===== config.mk =====
export PLATFORM = sky130hd
export DESIGN_NAME = hps_core
export DESIGN_NICKNAME = d
export VERILOG_FILES = /design/src/include/hps_pkg.sv /design/src/rtl/hps_timebase.sv /design/src/rtl/hps_core.sv
export SDC_FILE = /design/constraint.sdc
export NUM_CORES = 1
export LEC_CHECK = 0
export BUFFER_PORTS_ARGS = -buffer_cell sky130_fd_sc_hd__buf_2
export CAP_MARGIN = 40
export CORE_MARGIN = 8
export CORE_UTILIZATION = 25
export CTS_CLUSTER_SIZE = 10
export DETAILED_ROUTE_END_ITERATION = 6
export GPL_TIMING_DRIVEN = 1
export PLACE_DENSITY = 0.5
export SLEW_MARGIN = 20
export SYNTH_ARGS = -nofsm -noshare
export SYNTH_HDL_FRONTEND = slang
export SYNTH_HIERARCHICAL = 1
export SYNTH_SLANG_ARGS = --single-unit

===== constraint.sdc =====
create_clock -name clk_sys_in -period 4.1 [get_ports clk_sys_in]
set_clock_uncertainty 0.15 [all_clocks]
set_input_delay 0.41 -clock clk_sys_in [delete_from_list [all_inputs] [get_ports clk_sys_in]]
set_output_delay 0.41 -clock clk_sys_in [all_outputs]
set_load 0.05 [all_outputs]

===== src/include/hps_pkg.sv =====
// Shared constants of the haptic pulse sequencer
package hps_pkg;
	// ---------------------------------------------------------------
	// Register offsets
	// ---------------------------------------------------------------
	localparam logic [7:0] OFS_DEVICE_CONTROL = 8'h00;
	localparam logic [7:0] OFS_CLOCK_SELECT = 8'h01;
	localparam logic [7:0] OFS_PULSE_TIMING_FIRST = 8'h02;
	localparam logic [7:0] OFS_PULSE_TIMING_SECOND = 8'h03;
	localparam logic [7:0] OFS_HAPTIC_SUPPLY_LEVEL = 8'h04;
	localparam logic [7:0] OFS_VIBRATE_SUPPLY_LEVEL = 8'h05;
	// ---------------------------------------------------------------
	// Reset values and writable masks
	// ---------------------------------------------------------------
	localparam logic [7:0] RST_DEVICE_CONTROL = 8'h01;
	localparam logic [7:0] RST_CLOCK_SELECT = 8'h00;
	localparam logic [7:0] RST_PULSE_TIMING_FIRST = 8'h0a;
	localparam logic [7:0] RST_PULSE_TIMING_SECOND = 8'h85;
	localparam logic [7:0] RST_HAPTIC_SUPPLY_LEVEL = 8'h00;
	localparam logic [7:0] RST_VIBRATE_SUPPLY_LEVEL = 8'h1a;
	localparam logic [7:0] MASK_DEVICE_CONTROL = 8'h17;
	localparam logic [7:0] MASK_CLOCK_SELECT = 8'h0f;
	localparam logic [7:0] MASK_SUPPLY_LEVEL = 8'h1f;
	// ---------------------------------------------------------------
	// Field positions
	// ---------------------------------------------------------------
	localparam int BIT_DEVICE_ENABLE = 0;
	localparam int BIT_HAPTIC_TRIGGER = 1;
	localparam int BIT_VIBRATE_ENABLE = 2;
	localparam int BIT_OVERHEAT_LATCH = 3;
	localparam int BIT_SEQUENCE_REPEAT = 4;
	localparam int BIT_EXTERNAL_CLOCK_SELECT = 0;
	localparam int BIT_CLOCK_HALVE = 1;
	localparam int BIT_CLOCK_QUARTER = 2;
	localparam int BIT_CLOCK_SIXTEENTH = 3;
	// ---------------------------------------------------------------
	// Serial port and timing
	// ---------------------------------------------------------------
	localparam logic [6:0] SERIAL_ADDRESS = 7'h66;
	localparam int CLK_PERIOD_NS = 40;
	localparam int INT_TICK_NS = 1000000;
	localparam int WDOG_TIMEOUT_NS = 8000000;
	localparam int INT_TICK_CYCLES = INT_TICK_NS / CLK_PERIOD_NS;
	localparam int WDOG_TIMEOUT_CYCLES = WDOG_TIMEOUT_NS / CLK_PERIOD_NS;
	localparam int PHASE_STEP_SHORT = 1;
	localparam int PHASE_STEP_LONG = 2;
endpackage


===== src/rtl/hps_timebase.sv =====
// Timer clock source selection, divider and external clock watchdog
`timescale 1ns/10ps
module hps_timebase #(
	parameter int TICK_CYCLES = hps_pkg::INT_TICK_CYCLES,
	parameter int WDOG_CYCLES = hps_pkg::WDOG_TIMEOUT_CYCLES
) (
	input wire logic clk_sys_in,
	input wire logic resetn_in,
	input wire logic ext_clock_in,
	input wire logic ext_select_in,
	input wire logic [2:0] divide_bits_in,
	output logic timer_tick_out,
	output logic wdog_expired_out
);
	localparam int TICK_W = $clog2(TICK_CYCLES + 1);
	localparam int WDOG_W = $clog2(WDOG_CYCLES + 1);

	// ---------------------------------------------------------------
	// Source ticks
	// ---------------------------------------------------------------
	logic ext_meta;
	logic ext_stable;
	logic ext_prev;
	logic [TICK_W-1:0] int_count;
	logic [WDOG_W-1:0] wdog_count;
	logic [7:0] div_count;
	wire ext_rise = ext_stable & ~ext_prev;
	wire int_wrap = (int_count == TICK_W'(TICK_CYCLES - 1));
	wire src_tick = ext_select_in ? ext_rise : int_wrap;
	wire [2:0] div_shift = {2'b00, divide_bits_in[0]} + {1'b0, divide_bits_in[1], 1'b0}
		+ {divide_bits_in[2], 2'b00};
	wire [7:0] div_limit = 8'((8'h01 << div_shift) - 8'h01);
	wire div_wrap = (div_count >= div_limit);
	wire wdog_hit = (wdog_count >= WDOG_W'(WDOG_CYCLES));

	always_ff @(posedge clk_sys_in or negedge resetn_in)
	begin
		if (!resetn_in)
		begin
			ext_meta <= 1'b0;
			ext_stable <= 1'b0;
			ext_prev <= 1'b0;
		end
		else
		begin
			ext_meta <= ext_clock_in;
			ext_stable <= ext_meta;
			ext_prev <= ext_stable;
		end
	end

	always_ff @(posedge clk_sys_in or negedge resetn_in)
	begin
		if (!resetn_in)
			int_count <= '0;
		else if (int_wrap)
			int_count <= '0;
		else
			int_count <= int_count + 1'b1;
	end

	// ---------------------------------------------------------------
	// Divider
	// ---------------------------------------------------------------
	always_ff @(posedge clk_sys_in or negedge resetn_in)
	begin
		if (!resetn_in)
		begin
			div_count <= 8'h00;
			timer_tick_out <= 1'b0;
		end
		else
		begin
			timer_tick_out <= src_tick & div_wrap;
			if (src_tick)
				div_count <= div_wrap ? 8'h00 : div_count + 8'h01;
		end
	end

	// ---------------------------------------------------------------
	// Watchdog, only armed while the external clock is selected
	// ---------------------------------------------------------------
	always_ff @(posedge clk_sys_in or negedge resetn_in)
	begin
		if (!resetn_in)
		begin
			wdog_count <= '0;
			wdog_expired_out <= 1'b0;
		end
		else
		begin
			if (!ext_select_in || ext_rise)
				wdog_count <= '0;
			else if (!wdog_hit)
				wdog_count <= wdog_count + 1'b1;
			wdog_expired_out <= ext_select_in & wdog_hit;
		end
	end
endmodule


===== src/rtl/hps_core.sv =====
// Haptic pulse sequencer: serial register slave and phase sequencer
`timescale 1ns/10ps
// Functional notes
// - Six 8-bit registers, readable and writable over the two-wire slave port.
// - Every register takes its default value at reset.
// - Each rising trigger edge in idle starts one sequence; a held level does not.
// - During a haptic sequence the supply code comes from the haptic level.
// - Vibrate enable with no sequence drives forward on the vibrate level.
// - Device enable at zero means standby; trigger and vibrate are ignored.
// - Clock select picks internal oscillator or external clock pin for timers.
// - Timer clock divides by product of enabled by-2, by-4, by-16 bits.
// - Forward, coast and reverse last twice their code in timer cycles.
// - Recovery lasts four times its code in timer cycles.
// - No new pulse starts before recovery ends; early edges are dropped.
// - Overheat sets a read-only latch cleared only by the reset pin.
// - Thermal or undervoltage fault disables the device until it clears.
// - Default timing forward 20, coast 0, reverse 10, recovery 32 cycles.
// - Default haptic supply is direct input, vibrate supply is 2.5 V.
// - Default enabled, internal oscillator, no division, 1 ms timer cycle.
// - Coast releases both bridge outputs at once.
// - Repeat set and enabled restarts the sequence after each recovery.
// - External clock gaps beyond the watchdog abort a running sequence.
// - Reset pin low holds defaults, shuts down and refuses serial access.
module hps_core #(
	parameter int TICK_CYCLES = hps_pkg::INT_TICK_CYCLES,
	parameter int WDOG_CYCLES = hps_pkg::WDOG_TIMEOUT_CYCLES
) (
	input wire logic clk_sys_in,
	input wire logic resetn_in,
	input wire logic scl_in,
	input wire logic sda_in,
	output logic sda_out,
	output logic sda_oe_out,
	input wire logic haptic_trigger_in,
	input wire logic vibrate_enable_in,
	input wire logic external_clock_input_in,
	input wire logic over_temp_in,
	input wire logic under_voltage_in,
	output logic bridge_output_plus_out,
	output logic bridge_output_plus_oe_out,
	output logic bridge_output_minus_out,
	output logic bridge_output_minus_oe_out,
	output logic supply_on_out,
	output logic supply_direct_out,
	output logic [4:0] supply_code_out
);
	typedef enum logic [2:0] {
		SQ_IDLE,
		SQ_FORWARD,
		SQ_COAST,
		SQ_REVERSE,
		SQ_RECOVERY
	} hps_seq_state_type;

	typedef enum logic [2:0] {
		SL_IDLE,
		SL_RECEIVE,
		SL_ACK,
		SL_SEND,
		SL_MASTER_ACK
	} hps_serial_state_type;

	typedef enum logic [1:0] {
		BK_ADDRESS,
		BK_POINTER,
		BK_DATA
	} hps_byte_kind_type;

	// ---------------------------------------------------------------
	// Pin synchronisers
	// ---------------------------------------------------------------
	localparam int NPIN = 6;
	wire [NPIN-1:0] pin_raw = {under_voltage_in, over_temp_in, vibrate_enable_in,
		haptic_trigger_in, sda_in, scl_in};
	logic [NPIN-1:0] pin_meta;
	logic [NPIN-1:0] pin_sync;

	genvar gi;
	generate
		for (gi = 0; gi < NPIN; gi++)
		begin : g_sync
			always_ff @(posedge clk_sys_in or negedge resetn_in)
			begin
				if (!resetn_in)
				begin
					pin_meta[gi] <= (gi < 2);
					pin_sync[gi] <= (gi < 2);
				end
				else
				begin
					pin_meta[gi] <= pin_raw[gi];
					pin_sync[gi] <= pin_meta[gi];
				end
			end
		end
	endgenerate

	wire scl_s = pin_sync[0];
	wire sda_s = pin_sync[1];
	wire trig_pin = pin_sync[2];
	wire vib_pin = pin_sync[3];
	wire temp_fault = pin_sync[4];
	wire volt_fault = pin_sync[5];

	// ---------------------------------------------------------------
	// Registers
	// ---------------------------------------------------------------
	logic [7:0] device_control;
	logic [7:0] clock_select;
	logic [7:0] pulse_timing_first;
	logic [7:0] pulse_timing_second;
	logic [7:0] haptic_supply_level;
	logic [7:0] vibrate_supply_level;
	logic overheat_latch;
	logic reg_write;
	logic [7:0] reg_pointer;
	logic [7:0] shift_byte;

	wire wr_ctrl = reg_write && reg_pointer == hps_pkg::OFS_DEVICE_CONTROL;
	wire wr_clk = reg_write && reg_pointer == hps_pkg::OFS_CLOCK_SELECT;
	wire wr_tim1 = reg_write && reg_pointer == hps_pkg::OFS_PULSE_TIMING_FIRST;
	wire wr_tim2 = reg_write && reg_pointer == hps_pkg::OFS_PULSE_TIMING_SECOND;
	wire wr_hsup = reg_write && reg_pointer == hps_pkg::OFS_HAPTIC_SUPPLY_LEVEL;
	wire wr_vsup = reg_write && reg_pointer == hps_pkg::OFS_VIBRATE_SUPPLY_LEVEL;

	// Writes of all six registers, control latch bit excluded
	always_ff @(posedge clk_sys_in or negedge resetn_in)
	begin
		if (!resetn_in)
		begin
			device_control <= hps_pkg::RST_DEVICE_CONTROL;
			clock_select <= hps_pkg::RST_CLOCK_SELECT;
			pulse_timing_first <= hps_pkg::RST_PULSE_TIMING_FIRST;
			pulse_timing_second <= hps_pkg::RST_PULSE_TIMING_SECOND;
			haptic_supply_level <= hps_pkg::RST_HAPTIC_SUPPLY_LEVEL;
			vibrate_supply_level <= hps_pkg::RST_VIBRATE_SUPPLY_LEVEL;
		end
		else
		begin
			if (wr_ctrl)
				device_control <= shift_byte & hps_pkg::MASK_DEVICE_CONTROL;
			if (wr_clk)
				clock_select <= shift_byte & hps_pkg::MASK_CLOCK_SELECT;
			if (wr_tim1)
				pulse_timing_first <= shift_byte;
			if (wr_tim2)
				pulse_timing_second <= shift_byte;
			if (wr_hsup)
				haptic_supply_level <= shift_byte & hps_pkg::MASK_SUPPLY_LEVEL;
			if (wr_vsup)
				vibrate_supply_level <= shift_byte & hps_pkg::MASK_SUPPLY_LEVEL;
		end
	end

	// Only the reset pin clears it; host writes never reach it
	always_ff @(posedge clk_sys_in or negedge resetn_in)
	begin
		if (!resetn_in)
			overheat_latch <= 1'b0;
		else if (temp_fault)
			overheat_latch <= 1'b1;
	end

	wire [7:0] read_byte =
		(reg_pointer == hps_pkg::OFS_DEVICE_CONTROL) ?
			(device_control | {4'h0, overheat_latch, 3'b000}) :
		(reg_pointer == hps_pkg::OFS_CLOCK_SELECT) ? clock_select :
		(reg_pointer == hps_pkg::OFS_PULSE_TIMING_FIRST) ? pulse_timing_first :
		(reg_pointer == hps_pkg::OFS_PULSE_TIMING_SECOND) ? pulse_timing_second :
		(reg_pointer == hps_pkg::OFS_HAPTIC_SUPPLY_LEVEL) ? haptic_supply_level :
		(reg_pointer == hps_pkg::OFS_VIBRATE_SUPPLY_LEVEL) ? vibrate_supply_level :
		8'h00;

	// ---------------------------------------------------------------
	// Two-wire slave
	// ---------------------------------------------------------------
	hps_serial_state_type sl_state;
	hps_byte_kind_type byte_kind;
	logic scl_prev;
	logic sda_prev;
	logic [3:0] bit_count;
	logic read_mode;
	logic master_ack;
	logic [7:0] tx_byte;

	wire scl_rise = scl_s & ~scl_prev;
	wire scl_fall = ~scl_s & scl_prev;
	wire start_cond = scl_s & scl_prev & sda_prev & ~sda_s;
	wire stop_cond = scl_s & scl_prev & ~sda_prev & sda_s;
	wire byte_done = (bit_count == 4'h8);
	wire addr_match = (shift_byte[7:1] == hps_pkg::SERIAL_ADDRESS);

	always_ff @(posedge clk_sys_in or negedge resetn_in)
	begin
		if (!resetn_in)
		begin
			scl_prev <= 1'b1;
			sda_prev <= 1'b1;
		end
		else
		begin
			scl_prev <= scl_s;
			sda_prev <= sda_s;
		end
	end

	// Reset pin low keeps this idle, so no access is answered
	always_ff @(posedge clk_sys_in or negedge resetn_in)
	begin
		if (!resetn_in)
		begin
			sl_state <= SL_IDLE;
			byte_kind <= BK_ADDRESS;
			bit_count <= 4'h0;
			shift_byte <= 8'h00;
			tx_byte <= 8'h00;
			reg_pointer <= 8'h00;
			read_mode <= 1'b0;
			master_ack <= 1'b0;
			reg_write <= 1'b0;
			sda_out <= 1'b0;
			sda_oe_out <= 1'b0;
		end
		else
		begin
			reg_write <= 1'b0;
			sda_out <= 1'b0;
			if (start_cond)
			begin
				sl_state <= SL_RECEIVE;
				byte_kind <= BK_ADDRESS;
				bit_count <= 4'h0;
				sda_oe_out <= 1'b0;
			end
			else if (stop_cond)
			begin
				sl_state <= SL_IDLE;
				sda_oe_out <= 1'b0;
			end
			else
			begin
				unique case (sl_state)
					SL_IDLE:
						sda_oe_out <= 1'b0;
					SL_RECEIVE:
						if (scl_rise && !byte_done)
						begin
							shift_byte <= {shift_byte[6:0], sda_s};
							bit_count <= bit_count + 4'h1;
						end
						else if (scl_fall && byte_done)
						begin
							sl_state <= SL_ACK;
							sda_oe_out <= 1'b1;
							unique case (byte_kind)
								BK_ADDRESS:
									if (addr_match)
										read_mode <= shift_byte[0];
									else
									begin
										sl_state <= SL_IDLE;
										sda_oe_out <= 1'b0;
									end
								BK_POINTER:
									reg_pointer <= shift_byte;
								BK_DATA:
									reg_write <= 1'b1;
								default:
									sl_state <= SL_IDLE;
							endcase
						end
					SL_ACK:
						if (scl_fall)
						begin
							bit_count <= 4'h0;
							if (read_mode && byte_kind == BK_ADDRESS)
							begin
								sl_state <= SL_SEND;
								tx_byte <= {read_byte[6:0], 1'b0};
								sda_oe_out <= ~read_byte[7];
							end
							else
							begin
								sl_state <= SL_RECEIVE;
								sda_oe_out <= 1'b0;
								byte_kind <= (byte_kind == BK_ADDRESS) ? BK_POINTER : BK_DATA;
							end
						end
					SL_SEND:
						if (scl_fall)
						begin
							bit_count <= bit_count + 4'h1;
							if (bit_count == 4'h7)
							begin
								sl_state <= SL_MASTER_ACK;
								sda_oe_out <= 1'b0;
							end
							else
							begin
								sda_oe_out <= ~tx_byte[7];
								tx_byte <= {tx_byte[6:0], 1'b0};
							end
						end
					SL_MASTER_ACK:
						if (scl_rise)
							master_ack <= ~sda_s;
						else if (scl_fall)
						begin
							bit_count <= 4'h0;
							if (master_ack)
							begin
								sl_state <= SL_SEND;
								tx_byte <= {read_byte[6:0], 1'b0};
								sda_oe_out <= ~read_byte[7];
							end
							else
								sl_state <= SL_IDLE;
						end
					default:
						sl_state <= SL_IDLE;
				endcase
			end
		end
	end

	// ---------------------------------------------------------------
	// Timer clock
	// ---------------------------------------------------------------
	logic timer_tick;
	logic wdog_expired;

	hps_timebase #(
		.TICK_CYCLES(TICK_CYCLES),
		.WDOG_CYCLES(WDOG_CYCLES)
	) u_timebase (
		.clk_sys_in(clk_sys_in),
		.resetn_in(resetn_in),
		.ext_clock_in(external_clock_input_in),
		.ext_select_in(clock_select[hps_pkg::BIT_EXTERNAL_CLOCK_SELECT]),
		.divide_bits_in(clock_select[hps_pkg::BIT_CLOCK_SIXTEENTH:hps_pkg::BIT_CLOCK_HALVE]),
		.timer_tick_out(timer_tick),
		.wdog_expired_out(wdog_expired)
	);

	// ---------------------------------------------------------------
	// Sequencer
	// ---------------------------------------------------------------
	hps_seq_state_type seq_state;
	hps_seq_state_type next_seq_state;
	logic [5:0] seq_count;
	logic [5:0] next_seq_count;
	logic trig_prev;

	// Faults gate the device only while present
	wire device_active = device_control[hps_pkg::BIT_DEVICE_ENABLE]
		& ~temp_fault & ~volt_fault;
	wire trig_eff = trig_pin | device_control[hps_pkg::BIT_HAPTIC_TRIGGER];
	wire vib_eff = vib_pin | device_control[hps_pkg::BIT_VIBRATE_ENABLE];
	wire repeat_on = device_control[hps_pkg::BIT_SEQUENCE_REPEAT];
	wire ext_lost = clock_select[hps_pkg::BIT_EXTERNAL_CLOCK_SELECT] & wdog_expired;
	wire trig_rise = trig_eff & ~trig_prev;
	wire start_req = device_active & ~ext_lost & (trig_rise | repeat_on);
	wire [5:0] fwd_len = {1'b0, pulse_timing_first[3:0], 1'b0};
	wire [5:0] coast_len = {1'b0, pulse_timing_first[7:4], 1'b0};
	wire [5:0] rev_len = {1'b0, pulse_timing_second[3:0], 1'b0};
	wire [5:0] rec_len = {pulse_timing_second[7:4], 2'b00};
	wire phase_over = (seq_count == 6'h00);

	always_comb
	begin
		next_seq_state = seq_state;
		next_seq_count = seq_count;
		unique case (seq_state)
			SQ_IDLE:
				if (start_req)
				begin
					next_seq_state = SQ_FORWARD;
					next_seq_count = fwd_len;
				end
			SQ_FORWARD:
				if (phase_over)
				begin
					next_seq_state = SQ_COAST;
					next_seq_count = coast_len;
				end
			SQ_COAST:
				if (phase_over)
				begin
					next_seq_state = SQ_REVERSE;
					next_seq_count = rev_len;
				end
			SQ_REVERSE:
				if (phase_over)
				begin
					next_seq_state = SQ_RECOVERY;
					next_seq_count = rec_len;
				end
			SQ_RECOVERY:
				if (phase_over && repeat_on && device_active)
				begin
					next_seq_state = SQ_FORWARD;
					next_seq_count = fwd_len;
				end
				else if (phase_over)
					next_seq_state = SQ_IDLE;
		endcase
		if (seq_state != SQ_IDLE && !phase_over && timer_tick)
			next_seq_count = seq_count - 6'h01;
		if (seq_state != SQ_IDLE && (!device_active || ext_lost))
		begin
			next_seq_state = SQ_IDLE;
			next_seq_count = 6'h00;
		end
	end

	always_ff @(posedge clk_sys_in or negedge resetn_in)
	begin
		if (!resetn_in)
		begin
			seq_state <= SQ_IDLE;
			seq_count <= 6'h00;
			trig_prev <= 1'b0;
		end
		else
		begin
			seq_state <= next_seq_state;
			seq_count <= next_seq_count;
			trig_prev <= trig_eff;
		end
	end

	// ---------------------------------------------------------------
	// Bridge and supply drive
	// ---------------------------------------------------------------
	// Recovery keeps the haptic level selected but the bridge released
	wire haptic_on = (seq_state != SQ_IDLE);
	wire vib_drive = ~haptic_on & vib_eff & device_active;
	wire drive_fwd = (seq_state == SQ_FORWARD) | vib_drive;
	wire drive_rev = (seq_state == SQ_REVERSE);
	wire [4:0] next_code = haptic_on ? haptic_supply_level[4:0]
		: vibrate_supply_level[4:0];

	always_ff @(posedge clk_sys_in or negedge resetn_in)
	begin
		if (!resetn_in)
		begin
			bridge_output_plus_out <= 1'b0;
			bridge_output_plus_oe_out <= 1'b0;
			bridge_output_minus_out <= 1'b0;
			bridge_output_minus_oe_out <= 1'b0;
			supply_on_out <= 1'b0;
			supply_direct_out <= 1'b0;
			supply_code_out <= 5'h00;
		end
		else
		begin
			bridge_output_plus_out <= drive_fwd;
			bridge_output_minus_out <= drive_rev;
			bridge_output_plus_oe_out <= drive_fwd | drive_rev;
			bridge_output_minus_oe_out <= drive_fwd | drive_rev;
			supply_on_out <= haptic_on | vib_drive;
			supply_direct_out <= (haptic_on | vib_drive) && next_code == 5'h00;
			supply_code_out <= next_code;
		end
	end
endmodule


==> results list <==
- The run finished with clean final reports.
* Switch share: around 25%
- Most common cell after layout, fill and taps aside: sky130_fd_sc_hd__dfrtp_1
* Htree depth: 4
- Via density per instance: 4.68
* Filler cell count in the final layout: 3244
- Pins over their slew limit: 0
- Root Driver: sky130_fd_sc_hd__clkbuf_16
- Source-to-sink clock delay at the later pin of the worst-skew pair: 0.42 ns
- Post-detailed-route wirelength per cell: 14.4 um
* Non-filler cells, final: 1164
- After synthesis, the share of flip-flops with an asynchronous set or reset is 100%.
- Total global-route track usage: 9.32%
- Die width: 194 um
- Minimum clock period: 3.17 ns
* Number of max-cap violations: 0
* Port Buf Inserts: 20
- Antenna violations before repair: 0
- The mapped netlist covers 0.00794 mm^2.
* Sum of negative setup slack: 0 ns
- Worst hold slack after final layout: 0.198 ns
- In this run, synthesis inferred 0 flip-flops with an integrated enable.
* Drt total wl: 16.8 mm
- P_sw: 0.000803 W
- The top cell types in the final layout, fill and taps aside, are sky130_fd_sc_hd__dfrtp_1, sky130_fd_sc_hd__nand2_1, sky130_fd_sc_hd__mux2_2.
- Setup violations remaining at the end of the flow were counted as 0.
- The die covers 0.0377 mm^2.
* DIE HEIGHT: 194 um
- Entering global routing, the biggest net connects 83 pins.
* Critical path start-end classification: reg -> reg
* Worst path required time: 4.26 ns
* Setup WS pre-CTS: 0.910 ns
* Remaining max-slew budget at the tightest pin: roughly 46%
- Highest ir drop seen on vdd: approximately 0.32 mV
- Counting every instance in the synthesized netlist gives 729.
- Proportion of netlist area held by the largest area contributor: 42.8%
- Clk pwr share: 47.2%
- A synthesized cell averages 10.9 um^2.
- Antenna violation net count after detailed routing: 0
- The pre-antenna-repair detailed-routing pass consisted of 4 iterations.
- Clock edge transition at the registers on the reported setup and hold paths: 0.07 ns
- Post-synthesis sequential element count: roughly 150
- 0 antenna diodes ended up in the layout.
* Element type at the critical path end: flop
* Top fanout value on the critical path: 8
- The synthesized design spends more area on one cell type than any other, namely sky130_fd_sc_hd__dfrtp_1.
* RSZ-0062 raised after global routing: false
* Cell leakage power: between 3 and 4 nW
* Startpoint type of the worst setup path: flop
* Path class of the lowest-slack min-delay path: reg -> reg
- Post-layout power: 0.00325 W
* Largest buffer count on any clock path: 2
- Cell total after placement: ~1100
* Critical path arrival: 3.34 ns
- Synth-to-Final Area Change: 14.6%
- Internal portion of total power: between 0.002 and 0.0025 W
* Register area share after synthesis: 47.8%
- In the finished design, the share of the clock period the worst path needs comes to 77.4%.
* Global-route congestion overflow total: 0
- Net count of the finished layout: 778
* Worst Slack Setup Final: 0.926 ns
* Post CTS Setup Buffer Count: 0
- When the netlist entered floorplanning its net count stood at 758.
- Number of distinct standard cells referenced by the synthesized netlist: 95
* Fraction of final layout cells sized beyond drive strength 1: between 20 and 25%
* Top post-synthesis cells by area: sky130_fd_sc_hd__dfrtp_1, sky130_fd_sc_hd__mux2_2, sky130_fd_sc_hd__dfstp_2, sky130_fd_sc_hd__ha_1, sky130_fd_sc_hd__nand2_1
- Slew at the pin closest to its max-slew limit: roughly 0.80 ns
- The congestion estimate from routability-driven global placement came to around 0.74.
- I/O pin count: 22
- Final HPWL DP: between 10 and 15 mm
* F_max: 315 MHz
- Once the floorplan was initialized, standard cells occupied between 20 and 30% of the core.
- In this run, the combinational gates consume 4.6% of the power.
* Vias in the first global route: approximately 5500
- Final number of hold-violating endpoints: 0
* Number of clock sinks seen by CTS: ~150
* Number of buffers created by CTS: 17
- Of the total power, registers draw 48.2%.
- Core area: approximately 0.031 mm^2
- Remaining DRCs: 0
* Rows: 65
* Leading register cell type out of synthesis: sky130_fd_sc_hd__dfrtp_1
- Minimum setup slack among reg-to-reg paths: 0.93 ns
- Global-route wire length before repair: 29.0 mm
- The first routing iteration left ~270 violations.
- For this design the ratio of total power to cell area is 357 mW/mm^2.
* Synth Warn #: 6
* Vias post-DR: 5451
- TritonCTS built the clock tree.
cell families (layout without fill, tap and decap cells):
kind of cell / count (synthesis) / in the layout / share of synthesized area [%]
AO/OA/AOI/OAI: 123 / 123 / 11.4
XOR/XNOR: 32 / 32 / 3.53
adder cells (fa/ha/maj): 20 / 20 / 3.15
buffers and inverters: 59 / 92 / 3.40
flip-flops: 151 / 151 / 47.8
multiplexers: 78 / 78 / 11.3
other: 2 / 2 / 0.0946
AND/OR/NAND/NOR: 264 / 264 / 19.3
per-layer routing:
layer / GRT usage (%) / vias up / routed length (um)
met5: 0 / - / 0
met4: 2.97 / 0 / 220
met3: 2.22 / 18 / 359
met2: 14.8 / 50 / 7990
met1: 12.4 / 2712 / 8250
li1: - / 2671 / -
synthesized netlist by cell type (4+ instances only):
library cell and n:
sky130_fd_sc_hd__nor3b_1 5, sky130_fd_sc_hd__nor2_1 49, sky130_fd_sc_hd__inv_1 27, sky130_fd_sc_hd__mux2_2 52
sky130_fd_sc_hd__dfstp_2 15, sky130_fd_sc_hd__nand2b_1 11, sky130_fd_sc_hd__nor3_1 13, sky130_fd_sc_hd__o21ai_0 23
sky130_fd_sc_hd__nand3_1 27, sky130_fd_sc_hd__a22o_1 5, sky130_fd_sc_hd__nor4_1 4, sky130_fd_sc_hd__a22oi_1 4
sky130_fd_sc_hd__and2_1 5, sky130_fd_sc_hd__o22ai_1 8, sky130_fd_sc_hd__a31oi_1 6, sky130_fd_sc_hd__o21a_1 4
sky130_fd_sc_hd__buf_4 4, sky130_fd_sc_hd__nor2b_1 16, sky130_fd_sc_hd__a21o_1 4, sky130_fd_sc_hd__xnor2_1 22
sky130_fd_sc_hd__mux2i_1 18, sky130_fd_sc_hd__mux2_1 4, sky130_fd_sc_hd__nand4_1 5, sky130_fd_sc_hd__nor4_2 4
sky130_fd_sc_hd__dfrtp_1 136, sky130_fd_sc_hd__nand3b_1 5, sky130_fd_sc_hd__buf_2 9, sky130_fd_sc_hd__and3_1 12
sky130_fd_sc_hd__o311ai_0 4, sky130_fd_sc_hd__ha_1 20, sky130_fd_sc_hd__a21oi_1 21, sky130_fd_sc_hd__nand2_1 63
sky130_fd_sc_hd__xor2_1 10, sky130_fd_sc_hd__clkbuf_1 13
final timing paths:
path / start / endpoint / cells past startpoint
max: clock_select[2] / u_timebase/div_count[4] / 11
min: pin_meta[3] / vib_pin / 0
max reg2reg: clock_select[2] / u_timebase/div_count[4] / 11
min reg2reg: pin_meta[3] / vib_pin / 0
max in group asynchronous: resetn_in / scl_s / 4
min in group asynchronous: resetn_in / supply_on_out / 2
power by group through the flow:
stage	Clock (W)	Sequential (W)	Combinational (W)
floorplan	0	0.00157	0.000103
global placement	0	0.00160	0.000142
detailed placement	0	0.00160	0.000144
CTS	0.00159	0.00157	0.000150
global route	0.00165	0.00157	0.000171
finish	0.00154	0.00157	0.000149
timing repair:
| item | 4_1_cts | 5_1_grt |
|---|---|---|
| gates resized for setup | 0 | 0 |
| hold endpoints to repair | 84 | 0 |
| hold buffers | 8 | 0 |
sequential cells by signal, summed over array words and instances (netlist names), 7 cells and up:
register	cells
pulse_timing_second	8
pulse_timing_first	8
u_timebase/wdog_count	18
shift_byte	8
u_timebase/int_count	15
tx_byte	7
reg_pointer	8
u_timebase/div_count	8
worst max-delay path, cell delays in order, from the launching register on:
cell and delay [ns]:
sky130_fd_sc_hd__dfrtp_1 0.45, sky130_fd_sc_hd__or3_1 0.44, sky130_fd_sc_hd__ha_1 0.28, sky130_fd_sc_hd__nor3_1 0.17, sky130_fd_sc_hd__a21o_1 0.10, sky130_fd_sc_hd__a21oi_1 0.06, sky130_fd_sc_hd__ha_1 0.28, sky130_fd_sc_hd__nand2_1 0.05
sky130_fd_sc_hd__or3_4 0.37, sky130_fd_sc_hd__o221ai_2 0.32, sky130_fd_sc_hd__o21ai_0 0.15, sky130_fd_sc_hd__a22o_1 0.24
stage by stage:
stage | util (%) | instance area, um^2
2_1_floorplan | - | 7940
3_5_place_dp | 26.8 | 8420
5_1_grt | 29.0 | 9100
4_1_cts | 28.9 | 9080
6_report | 29.0 | 9100
3_3_place_gp | 26.8 | 8420
area by class of cell:
cell class              count  area, um^2  area share (%)
flip-flops and latches    151        3800            41.7
clock inverters            14         135            1.48
multi-input cells         519        3870            42.6
well taps                 402         503            5.52
clock buffers              18         439            4.82
repair buffers             33         254            2.79
inverters                  27         101            1.11
(Power assumes the default switching activity.)
